<file path="src/core/brbsm_defines.vh">
// constants for the boot rom bank and shadow memory controller
// Notes on behaviour
// a 16-bit boot rom read becomes two byte reads, assembled into one word.
// every boot rom access takes several wait states, more than dram.
// upper rom address lines of both sockets come from software bank bits.
// the bank register drives the upper rom pins; writing it changes the bank.
// large roms are reached piecewise through a window selected by bank.
// by default the bios image lies in the upper 64k of a 128k rom.
// socket decode supports rom sizes 64k to 1m and flash 256k/512k.
// dram uses zero or one wait states, chosen by configuration.
// the default configuration selects one dram wait state.
// dram arrays of 512k, 1m, 2m or 4m bytes are supported.
// shadowing is offered only with at least 1m of dram fitted.
// with shadowing on, rom decode is off and dram serves the range.
// the video bios range can be shadowed into dram by configuration.
// with 1m or more dram, unused dram is relocatable above 1m; the code maps the e segment onto dram at 10000-1ffff instead.
// bank-switched pages reach dram beyond 640k as expanded memory.
// with 2m or 4m dram, memory above 1m is extended or expanded.
// rom address is low processor bits joined with the held bank bits.
`ifndef BRBSM_DEFINES_VH
`define BRBSM_DEFINES_VH

// ----------------------------------------
// register indices
// ----------------------------------------
`define BRBSM_REG_BANK      4'h0
`define BRBSM_REG_CFG       4'h1
`define BRBSM_REG_STATUS    4'h2
`define BRBSM_REG_PAGE0     4'h4

// ----------------------------------------
// configuration register fields
// ----------------------------------------
`define BRBSM_CFG_DRAM_WS   0
`define BRBSM_CFG_SYS_SHD   1
`define BRBSM_CFG_VID_SHD   2
`define BRBSM_CFG_RELOC     3
`define BRBSM_CFG_EMS       4
`define BRBSM_CFG_SIZE_LO   5
`define BRBSM_CFG_SIZE_HI   6
`define BRBSM_CFG_ROMT_LO   7
`define BRBSM_CFG_ROMT_HI   9

// ----------------------------------------
// reset values
// ----------------------------------------
`define BRBSM_BANK_RESET    4'h1
`define BRBSM_CFG_RESET     10'h081
`define BRBSM_PAGE_RESET    8'h00

// ----------------------------------------
// dram sizes
// ----------------------------------------
`define BRBSM_DSZ_512K      2'h0
`define BRBSM_DSZ_1M        2'h1
`define BRBSM_DSZ_2M        2'h2
`define BRBSM_DSZ_4M        2'h3

// ----------------------------------------
// rom types: 64k,128k,256k,512k,1m eprom, 256k,512k flash
// ----------------------------------------
`define BRBSM_ROM_64K       3'h0
`define BRBSM_ROM_128K      3'h1
`define BRBSM_ROM_256K      3'h2
`define BRBSM_ROM_512K      3'h3
`define BRBSM_ROM_1M        3'h4
`define BRBSM_ROM_F256K     3'h5
`define BRBSM_ROM_F512K     3'h6

// ----------------------------------------
// timing
// ----------------------------------------
`define BRBSM_CLK_NS        20
`define BRBSM_ROM_ACC_NS    200
`define BRBSM_ROM_WS        (((`BRBSM_ROM_ACC_NS + `BRBSM_CLK_NS - 1) / `BRBSM_CLK_NS))

// ----------------------------------------
// address regions, in 64k/32k units of the 1m space
// ----------------------------------------
`define BRBSM_SYS_BIOS_SEG  4'hf
`define BRBSM_VID_BIOS_SEG  5'h18
`define BRBSM_CONV_TOP_SEG  4'ha
`define BRBSM_EMS_SEG       4'hd

`endif

</file>
<file path="src/core/brbsm_ctrl.v">
// boot rom bank switching, rom byte assembly and dram shadow decode
`timescale 1ns/1ps
`include "brbsm_defines.vh"

module brbsm_ctrl
(
  input  wire        mclk,
  input  wire        reset,
  // register port
  input  wire [3:0]  reg_addr,
  input  wire [15:0] reg_wdata,
  input  wire        reg_wr,
  input  wire        reg_rd,
  output reg  [15:0] reg_rdata,
  // processor memory port
  input  wire [19:0] cpu_addr,
  input  wire        cpu_rd,
  input  wire        cpu_wr,
  input  wire [15:0] cpu_wdata,
  output reg  [15:0] cpu_rdata,
  output reg         cpu_done,
  // rom sockets
  output reg  [19:0] rom_addr,
  output reg         rom_cs_n,
  output reg         rom_oe_n,
  input  wire [7:0]  rom_data,
  output reg  [3:0]  upper_rom_address_lines,
  output reg  [3:0]  second_socket_upper_lines,
  // dram
  output reg  [21:0] dram_addr,
  output reg         dram_rd,
  output reg         dram_wr,
  output reg  [15:0] dram_wdata,
  input  wire [15:0] dram_rdata,
  // bus fall-through
  output reg         ext_sel
);

  localparam [5:0] ST_IDLE  = 6'b000001;
  localparam [5:0] ST_ROM0  = 6'b000010;
  localparam [5:0] ST_ROM1  = 6'b000100;
  localparam [5:0] ST_DRAM  = 6'b001000;
  localparam [5:0] ST_DONE  = 6'b010000;
  localparam [5:0] ST_EXT   = 6'b100000;

  reg  [5:0]  state;
  reg  [3:0]  bank;
  reg  [9:0]  cfg;
  reg  [7:0]  low_byte;
  reg  [15:0] hold_wdata;
  reg         hold_wr;
  reg         tmr_load;
  reg  [3:0]  tmr_count;
  wire        tmr_done;
  wire [7:0]  page_rd;

  // ----------------------------------------
  // configuration decode
  // ----------------------------------------
  wire [1:0] dram_size = cfg[`BRBSM_CFG_SIZE_HI:`BRBSM_CFG_SIZE_LO];
  wire [2:0] rom_type  = cfg[`BRBSM_CFG_ROMT_HI:`BRBSM_CFG_ROMT_LO];
  wire big_dram  = (dram_size != `BRBSM_DSZ_512K);
  wire huge_dram = (dram_size == `BRBSM_DSZ_2M) || (dram_size == `BRBSM_DSZ_4M);
  wire sys_shd   = cfg[`BRBSM_CFG_SYS_SHD] && big_dram;
  wire vid_shd   = cfg[`BRBSM_CFG_VID_SHD] && big_dram;
  wire ems_on    = cfg[`BRBSM_CFG_EMS] && huge_dram;
  wire reloc_on  = cfg[`BRBSM_CFG_RELOC] && big_dram && !ems_on;

  // rom byte wait count; only its low bits reach the 4-bit wait timer
  localparam [31:0] ROM_WS_FULL = `BRBSM_ROM_WS;

  // ----------------------------------------
  // address regions
  // ----------------------------------------
  wire in_sys  = (cpu_addr[19:16] == `BRBSM_SYS_BIOS_SEG);
  wire in_vid  = (cpu_addr[19:15] == `BRBSM_VID_BIOS_SEG);
  wire in_ems  = (cpu_addr[19:16] == `BRBSM_EMS_SEG);
  wire in_conv = (cpu_addr[19:16] < `BRBSM_CONV_TOP_SEG);
  wire in_reloc = (cpu_addr[19:16] == 4'he);
  // a 512k array has nothing behind the 80000-9ffff part of low memory
  wire hit_conv = in_conv && (big_dram || !cpu_addr[19]);
  wire rom_sel = (in_sys && !sys_shd) && !cpu_wr;
  wire shd_sel = (in_sys && sys_shd) || (in_vid && vid_shd);

  // ----------------------------------------
  // rom socket sizing
  // ----------------------------------------
  // upper rom_addr pins that the fitted part lacks are held low, so a bank value meant
  // for a bigger part cannot alias into a wrong slice of a small one
  reg  [3:0]  rom_keep;
  wire [19:0] rom_base;
  always @*
  begin
    case (rom_type)
      `BRBSM_ROM_64K:   rom_keep = 4'b0000;
      `BRBSM_ROM_128K:  rom_keep = 4'b0001;
      `BRBSM_ROM_256K:  rom_keep = 4'b0011;
      `BRBSM_ROM_F256K: rom_keep = 4'b0011;
      `BRBSM_ROM_512K:  rom_keep = 4'b0111;
      `BRBSM_ROM_F512K: rom_keep = 4'b0111;
      default:          rom_keep = 4'b1111;
    endcase
  end

  genvar gi;
  generate
    for (gi = 0; gi < 4; gi = gi + 1)
    begin : g_rom_upper
      assign rom_base[16 + gi] = bank[gi] && rom_keep[gi];
    end
  endgenerate
  assign rom_base[15:0] = {cpu_addr[15:1], 1'b0};

  // dram address: shadow copies live at the same address as the range they replace
  reg [21:0] next_dram;
  always @*
  begin
    next_dram = {2'h0, cpu_addr};
    if (shd_sel)
      next_dram = {2'h0, cpu_addr};                                  // same address
    else if (ems_on && in_ems)
      next_dram = {page_rd, cpu_addr[13:0]};
    else if (reloc_on && in_reloc)
      next_dram = {2'h0, 4'h1, cpu_addr[15:0]};
  end

  wire dram_hit = shd_sel || hit_conv || (ems_on && in_ems) ||
                  (reloc_on && in_reloc);

  // ----------------------------------------
  // helpers
  // ----------------------------------------
  brbsm_wait_timer u_timer
  (
    .mclk  (mclk),
    .reset (reset),
    .load  (tmr_load),
    .count (tmr_count),
    .done  (tmr_done)
  );

  brbsm_page_mem u_pages
  (
    .mclk    (mclk),
    .reset   (reset),
    .wr_en   (reg_wr && reg_addr[3:2] == 2'h1),
    .wr_idx  (reg_addr[1:0]),
    .wr_data (reg_wdata[7:0]),
    .rd_idx  (cpu_addr[15:14]),
    .rd_data (page_rd)
  );

  // ----------------------------------------
  // register port
  // ----------------------------------------
  wire wr_bank = reg_wr && (reg_addr == `BRBSM_REG_BANK);
  wire wr_cfg  = reg_wr && (reg_addr == `BRBSM_REG_CFG);

  always @(posedge mclk or posedge reset)
  begin
    if (reset)
    begin
      bank      <= `BRBSM_BANK_RESET;
      cfg       <= `BRBSM_CFG_RESET;
      reg_rdata <= 16'h0000;
    end
    else
    begin
      if (wr_bank)
        bank <= reg_wdata[3:0];
      if (wr_cfg)
        cfg <= reg_wdata[9:0];
      if (reg_rd)
      begin
        case (reg_addr)
          `BRBSM_REG_BANK:   reg_rdata <= {12'h000, bank};
          `BRBSM_REG_CFG:    reg_rdata <= {6'h00, cfg};
          `BRBSM_REG_STATUS: reg_rdata <= {8'h00, state, sys_shd, ems_on};
          default:           reg_rdata <= 16'h0000;
        endcase
      end
      else
        reg_rdata <= 16'h0000;
    end
  end

  // ----------------------------------------
  // access sequencer
  // ----------------------------------------
  // page lookup needs one cycle, so the page index is sampled in idle and
  // the dram address is taken three or more cycles later in the dram state
  // the request level still stands at the edge that shows cpu_done; that
  // edge must not open a second access
  wire take_req = (cpu_rd || cpu_wr) && !cpu_done;

  always @(posedge mclk or posedge reset)
  begin
    if (reset)
    begin
      state       <= ST_IDLE;
      cpu_rdata   <= 16'h0000;
      cpu_done    <= 1'b0;
      rom_addr    <= 20'h00000;
      rom_cs_n    <= 1'b1;
      rom_oe_n    <= 1'b1;
      low_byte    <= 8'h00;
      dram_addr   <= 22'h000000;
      dram_rd     <= 1'b0;
      dram_wr     <= 1'b0;
      dram_wdata  <= 16'h0000;
      hold_wdata  <= 16'h0000;
      hold_wr     <= 1'b0;
      tmr_load    <= 1'b0;
      tmr_count   <= 4'h0;
      ext_sel     <= 1'b0;
    end
    else
    begin
      cpu_done <= 1'b0;
      tmr_load <= 1'b0;
      dram_rd  <= 1'b0;
      dram_wr  <= 1'b0;
      case (state)
        ST_IDLE:
        begin
          if (take_req)
          begin
            hold_wdata <= cpu_wdata;
            hold_wr    <= cpu_wr;
            if (rom_sel)
            begin
              rom_addr  <= rom_base;                                 // even byte first
              rom_cs_n  <= 1'b0;
              rom_oe_n  <= 1'b0;
              tmr_load  <= 1'b1;
              tmr_count <= ROM_WS_FULL[3:0];
              state     <= ST_ROM0;
            end
            else if (dram_hit)
            begin
              tmr_load  <= 1'b1;
              tmr_count <= {3'h0, cfg[`BRBSM_CFG_DRAM_WS]};
              state     <= ST_DRAM;
            end
            else
            begin
              ext_sel <= 1'b1;
              state   <= ST_EXT;
            end
          end
        end
        ST_ROM0:
        begin
          if (tmr_done)
          begin
            low_byte  <= rom_data;
            rom_addr  <= {rom_addr[19:1], 1'b1};
            tmr_load  <= 1'b1;
            tmr_count <= ROM_WS_FULL[3:0];
            state     <= ST_ROM1;
          end
        end
        ST_ROM1:
        begin
          if (tmr_done)
          begin
            cpu_rdata <= {rom_data, low_byte};
            rom_cs_n  <= 1'b1;
            rom_oe_n  <= 1'b1;
            state     <= ST_DONE;
          end
        end
        ST_DRAM:
        begin
          if (tmr_done)
          begin
            dram_addr  <= next_dram;
            dram_rd    <= !hold_wr;
            dram_wr    <= hold_wr;
            dram_wdata <= hold_wdata;
            state      <= ST_DONE;
          end
        end
        ST_EXT:
        begin
          ext_sel <= 1'b0;
          state   <= ST_DONE;
        end
        ST_DONE:
        begin
          if (dram_rd)
            cpu_rdata <= dram_rdata;
          cpu_done <= 1'b1;
          state    <= ST_IDLE;
        end
        default:
          state <= ST_IDLE;
      endcase
    end
  end

  // ----------------------------------------
  // upper address lines of both sockets
  // ----------------------------------------
  // the pins are registers of their own, loaded by the same bank write, so a write shows on them at the
  // same edge at which it lands in the register
  always @(posedge mclk or posedge reset)
  begin
    if (reset)
    begin
      upper_rom_address_lines   <= `BRBSM_BANK_RESET;
      second_socket_upper_lines <= `BRBSM_BANK_RESET;
    end
    else if (wr_bank)
    begin
      upper_rom_address_lines   <= reg_wdata[3:0];
      second_socket_upper_lines <= reg_wdata[3:0];
    end
  end

endmodule // brbsm_ctrl

</file>
<file path="src/core/brbsm_page_mem.v">
// page-mapping memory for expanded memory windows
`timescale 1ns/1ps
`include "brbsm_defines.vh"

module brbsm_page_mem
(
  input  wire       mclk,
  input  wire       reset,
  input  wire       wr_en,
  input  wire [1:0] wr_idx,
  input  wire [7:0] wr_data,
  input  wire [1:0] rd_idx,
  output reg  [7:0] rd_data
);

  reg [7:0] page [0:3];
  genvar i;

  // ----------------------------------------
  // page entries
  // ----------------------------------------
  generate
    for (i = 0; i < 4; i = i + 1)
    begin : g_page
      always @(posedge mclk or posedge reset)
      begin
        if (reset)
          page[i] <= `BRBSM_PAGE_RESET;
        else if (wr_en && wr_idx == i)
          page[i] <= wr_data;
      end
    end
  endgenerate

  always @(posedge mclk or posedge reset)
  begin
    if (reset)
      rd_data <= `BRBSM_PAGE_RESET;
    else
      rd_data <= page[rd_idx];
  end

endmodule // brbsm_page_mem

</file>
<file path="src/core/brbsm_wait_timer.v">
// wait state counter for memory cycles
`timescale 1ns/1ps
`include "brbsm_defines.vh"

module brbsm_wait_timer
(
  input  wire       mclk,
  input  wire       reset,
  input  wire       load,
  input  wire [3:0] count,
  output reg        done
);

  reg [3:0] remain;
  reg       busy;

  always @(posedge mclk or posedge reset)
  begin
    if (reset)
    begin
      remain <= 4'h0;
      busy   <= 1'b0;
      done   <= 1'b0;
    end
    else if (load)
    begin
      remain <= count;
      busy   <= 1'b1;
      done   <= 1'b0;
    end
    else if (busy)
    begin
      if (remain == 4'h0)
      begin
        busy <= 1'b0;
        done <= 1'b1;
      end
      else
      begin
        remain <= remain - 4'h1;
        done   <= 1'b0;
      end
    end
    else
      done <= 1'b0;
  end

endmodule // brbsm_wait_timer

</file>
<file path="config.mk">
export PLATFORM = sky130hd
export DESIGN_NAME = brbsm_ctrl
export DESIGN_NICKNAME = d
export VERILOG_FILES = /design/src/core/brbsm_ctrl.v /design/src/core/brbsm_page_mem.v /design/src/core/brbsm_wait_timer.v
export VERILOG_INCLUDE_DIRS = /design/src /design/src/core
export SDC_FILE = /design/constraint.sdc
export NUM_CORES = 1
export LEC_CHECK = 0
export ABC_AREA = 1
export BUFFER_PORTS_ARGS = -buffer_cell sky130_fd_sc_hd__buf_2
export CORE_UTILIZATION = 35
export CTS_BUF_LIST = sky130_fd_sc_hd__clkbuf_4
export DETAILED_ROUTE_END_ITERATION = 16
export GPL_ROUTABILITY_DRIVEN = 0
export SETUP_SLACK_MARGIN = 0.1
export SKIP_CTS_REPAIR_TIMING = 1
export SLEW_MARGIN = 15
export SYNTH_ARGS = -nofsm -noshare
export SYNTH_HDL_FRONTEND = slang
export SYNTH_HIERARCHICAL = 1
export SYNTH_SLANG_ARGS = --single-unit
</file>
<file path="constraint.sdc">
create_clock -name mclk -period 7.7 [get_ports mclk]
set_clock_uncertainty 0.2 [all_clocks]
set_input_delay 0.385 -clock mclk [delete_from_list [all_inputs] [get_ports mclk]]
set_output_delay 0.385 -clock mclk [all_outputs]
set_load 0.02 [all_outputs]
</file>
==> key figures <==
STA
  • Slew @ Worst Pin: 0.937 ns
  • Hold Vio Cnt, Final: 0
  • Minimum clock period: 2.50 ns
  • Setup TNS Final: 0 ns
  • Tcrit/Tclk final: 32.5%
  • Relative max-transition margin: 37.5%
  • Final setup violation count: 0
  • Setup repair after global routing missed its margin: no
  • Upper clock frequency limit: 400 MHz
  • Max Transition Viols Final: 0

Logic synthesis
  • Mapped Avg Cell Area: 8.36 um^2
  • Top cells by area, synth: sky130_fd_sc_hd__dfrtp_1, sky130_fd_sc_hd__nand2_1, sky130_fd_sc_hd__inv_1
  • Post-synthesis sequential element count: 183
  • Summed instance area of the synthesized netlist: 8250 um^2
  • Number of instances in the synthesized netlist: 987
  • Number of warnings printed during yosys synthesis: 6
  • Library cells used by synthesis: 35
  • Synth top area share: 54.0%
  • Portion of the post-synthesis area used by sequential elements: 55.6%
  • Yosys top cell by area: sky130_fd_sc_hd__dfrtp_1

Detailed routing
  • Count of routing violations after the opening detailed-route iteration: 455
  • DRC Markers: 0
  • Average wire per standard cell: 14.1 um
  • DRT Wirelength: 21.8 mm
  • Routed Antenna Nets: 0
  • Number of search-and-repair iterations in the first detailed-routing pass: 5
  • Average vias per placed instance: 4.54
  • Number of vias in the routed layout: 7,033

Die
  • Width of the chip: 156 um
  • Vert. Die Dim: 156 um
  • Core Rows: 55
  • Starting density of the core: 36.1%
  • Core outline area: 22,800 um^2
  • Total Die Area: 24,200 um^2
  • Number of ports placed on the die boundary: 190

Flow run
  • Count of maximum capacitance violations: 0

Cells and area
  • Fill cells: 2,298
  • Area taken by multi-input logic gates: 2930 um^2
  • Net total in the final layout: 1,309
  • Fraction of layout instances using a drive strength above 1: 21.3%
  • Area taken by flip-flops and latches: 4590 um^2
  • Area added between synthesis and finish: 25.6%
  • Non-Filler Cell Area, Final: 10,400 um^2

Global route
  • Overall Global Routing Usage: 17.7%
  • Vias in the first global route: 6,415
  • Pin count of the biggest net entering global routing: 75
  • First-pass GRT wire length: 33.3 mm
  • Antenna violations before repair: 1
  • Residual overflow from global routing: 0

Worst setup path
  • Capturing element type of the critical path: register
  • Setup crit start kind: register
  • Arrival time of the worst setup path: 2.78 ns
  • Crit Path Category: register to register
  • Required time worst endpoint: 7.98 ns
  • Crit-path max FO: 57
  • Logic depth of the worst register-to-register path: 7
  • RR Startpoint: state[3]
  • Reg-to-reg setup timing slack: 5.20 ns
  • Reg-to-reg endpoint: dram_addr[16]

Clock network
  • Later-pin clock latency in the skew report: 0.57 ns
  • CTS tree: done
  • CTS HTree Levels: 4
  • Clock Tree Buf Depth: 2
  • CTS clock-pin slew for the worst setup and hold paths: 0.14 ns
  • Clock Tree Root: sky130_fd_sc_hd__clkbuf_4
  • Sink count of the clock tree: 183
  • Number of clock buffers inserted by TritonCTS: 17

Power and ir drop
  • Leakage Power: 5.64 nW
  • Ratio of total power to cell area: 287 nW/um^2
  • Sequential group share of total power: 46.1%
  • Switching power as a share of total power: 38.1%
  • Clk network pwr share: 21.3%
  • Max IR drop VDD: 0.124 mV
  • Internal portion of total power: 1.84 mW
  • Proportion of power drawn by combinational gates: 32.5%
  • Power spent charging and discharging nets: 1.13 mW

Hold path
  • Min-delay worst type: input pin to register
  • Worst Hold Path Cells: 4
  • End point of the most critical hold path: reg_rdata[9]
  • Worst Hold Launch: reg_addr[2]

Place
  • Count of buffers inserted at the top-level ports: 177
  • Cell Area, Placed: 9290 um^2
  • HPWL after detailed placement: 14.3 mm

Status
  • Run status: finished, final reports clean
routing by layer:
metal	GRT usage, %	share of wire (%)
met1	23.3	45
met2	28.6	47
met3	4.35	5.3
met4	5.37	1.8
met5	0	0
metrics by stage:
stage | utilization (%) | power [mW] | hold WS [ns] | worst slack (ns) | std cells
floorplan | - | 2.03 | -0.0240 | 3.46 | 993
global placement | 40.6 | 2.32 | 0.200 | 5.20 | 1444
detailed placement | 40.6 | 2.34 | 0.196 | 5.17 | 1444
CTS | 42.2 | 2.98 | -0.461 | 5.16 | 1475
global route | 45.3 | 3.20 | 0.0433 | 4.98 | 1548
finish | 45.3 | 2.98 | 0.0418 | 5.20 | 1548
critical path, stage by stage, from the launching register on:
cell                      delay, ns
sky130_fd_sc_hd__dfrtp_1       0.49
sky130_fd_sc_hd__inv_1         0.10
sky130_fd_sc_hd__nor3_2        0.21
sky130_fd_sc_hd__nand3_2       0.08
sky130_fd_sc_hd__buf_4         0.33
sky130_fd_sc_hd__inv_1         0.66
sky130_fd_sc_hd__o21ai_0       0.17
sky130_fd_sc_hd__o21ai_0       0.19
synthesized netlist by cell type:
master and instances:
sky130_fd_sc_hd__a21oi_1 19, sky130_fd_sc_hd__buf_2 11, sky130_fd_sc_hd__buf_4 18, sky130_fd_sc_hd__buf_6 9
sky130_fd_sc_hd__clkbuf_1 6, sky130_fd_sc_hd__conb_1 1, sky130_fd_sc_hd__dfrtp_1 178, sky130_fd_sc_hd__dfstp_2 5
sky130_fd_sc_hd__ha_1 1, sky130_fd_sc_hd__inv_1 111, sky130_fd_sc_hd__inv_2 7, sky130_fd_sc_hd__inv_4 1
sky130_fd_sc_hd__mux2_2 4, sky130_fd_sc_hd__nand2_1 405, sky130_fd_sc_hd__nand2_2 5, sky130_fd_sc_hd__nand2_4 3
sky130_fd_sc_hd__nand2_8 1, sky130_fd_sc_hd__nand3_1 50, sky130_fd_sc_hd__nand3_2 3, sky130_fd_sc_hd__nand3_4 3
sky130_fd_sc_hd__nand4_1 18, sky130_fd_sc_hd__nand4_4 1, sky130_fd_sc_hd__nor2_1 37, sky130_fd_sc_hd__nor2_2 2
sky130_fd_sc_hd__nor2_4 2, sky130_fd_sc_hd__nor2_8 1, sky130_fd_sc_hd__nor3_1 2, sky130_fd_sc_hd__nor3_2 1
sky130_fd_sc_hd__o211ai_1 4, sky130_fd_sc_hd__o21ai_0 66, sky130_fd_sc_hd__o21ai_1 1, sky130_fd_sc_hd__o21ai_2 8
sky130_fd_sc_hd__o221ai_1 1, sky130_fd_sc_hd__o31ai_1 1, sky130_fd_sc_hd__or2_1 1
power groups by stage:
stage / logic [mW] / registers, mW / clock network (mW)
after floorplan: 0.515 / 1.52 / 0
after global placement: 0.931 / 1.38 / 0
after detailed placement: 0.948 / 1.39 / 0
after CTS: 0.950 / 1.37 / 0.656
after global routing: 1.10 / 1.41 / 0.696
final: 0.968 / 1.37 / 0.635
layout by cell type, fill, tap and decap left out, drive strengths merged, types with 3 or more instances in the layout:
cell,count
clkinv,4
mux2,4
nor3,3
o211ai,4
dlygate4sd3,72
conb,7
a21oi,19
nand4,19
bufinv,5
o21ai,75
dfstp,5
nor2,42
nand3,56
buf,182
dfrtp,178
nand2,414
clkbuf,17
inv,123
worst max-delay path by stage:
stage          depth (start not counted)  slack (ns)       endpoint     start
3_5_place_dp                           8        5.17  dram_addr[16]  state[0]
3_3_place_gp                           8        5.20  dram_addr[16]  state[0]
4_1_cts                                8        5.16  dram_addr[16]  state[0]
5_1_grt                                8        4.98  dram_addr[16]  state[1]
2_1_floorplan                          1        3.46         cfg[1]     reset
6_report                               7        5.20  dram_addr[16]  state[3]
final cells by class:
class | instances | share of cell area, %
antenna | 1 | 0.0242
clock buffer | 17 | 1.23
clock inverter | 14 | 2.14
inverter | 119 | 4.38
multi-input combinational | 647 | 28.3
sequential | 183 | 44.3
tap | 313 | 3.78
timing repair buffer | 254 | 15.9
cell families (layout without fill, tap and decap cells):
| logic type | count (synthesis) | after routing | synth area share (%) |
|---|---|---|---|
| DFF | 183 | 183 | 55.6 |
| buffers and inverters | 163 | 404 | 9.25 |
| other | 1 | 8 | 0.0455 |
| muxes | 4 | 4 | 0.546 |
| and+or+nand+nor | 535 | 535 | 27.8 |
| AOI/OAI and AO/OA | 100 | 100 | 6.63 |
| adders and majority gates | 1 | 1 | 0.152 |
state kept, by name, summed over array words and instances, names as in the netlist, 6 cells and up:
register         flops
reg_rdata           10
cpu_rdata           16
u_pages/page        32
cfg                 10
dram_wdata          16
low_byte             8
u_pages/rd_data      8
rom_addr            20
dram_addr           22
hold_wdata          16
state                6
Power figures use the tool's default switching activity.
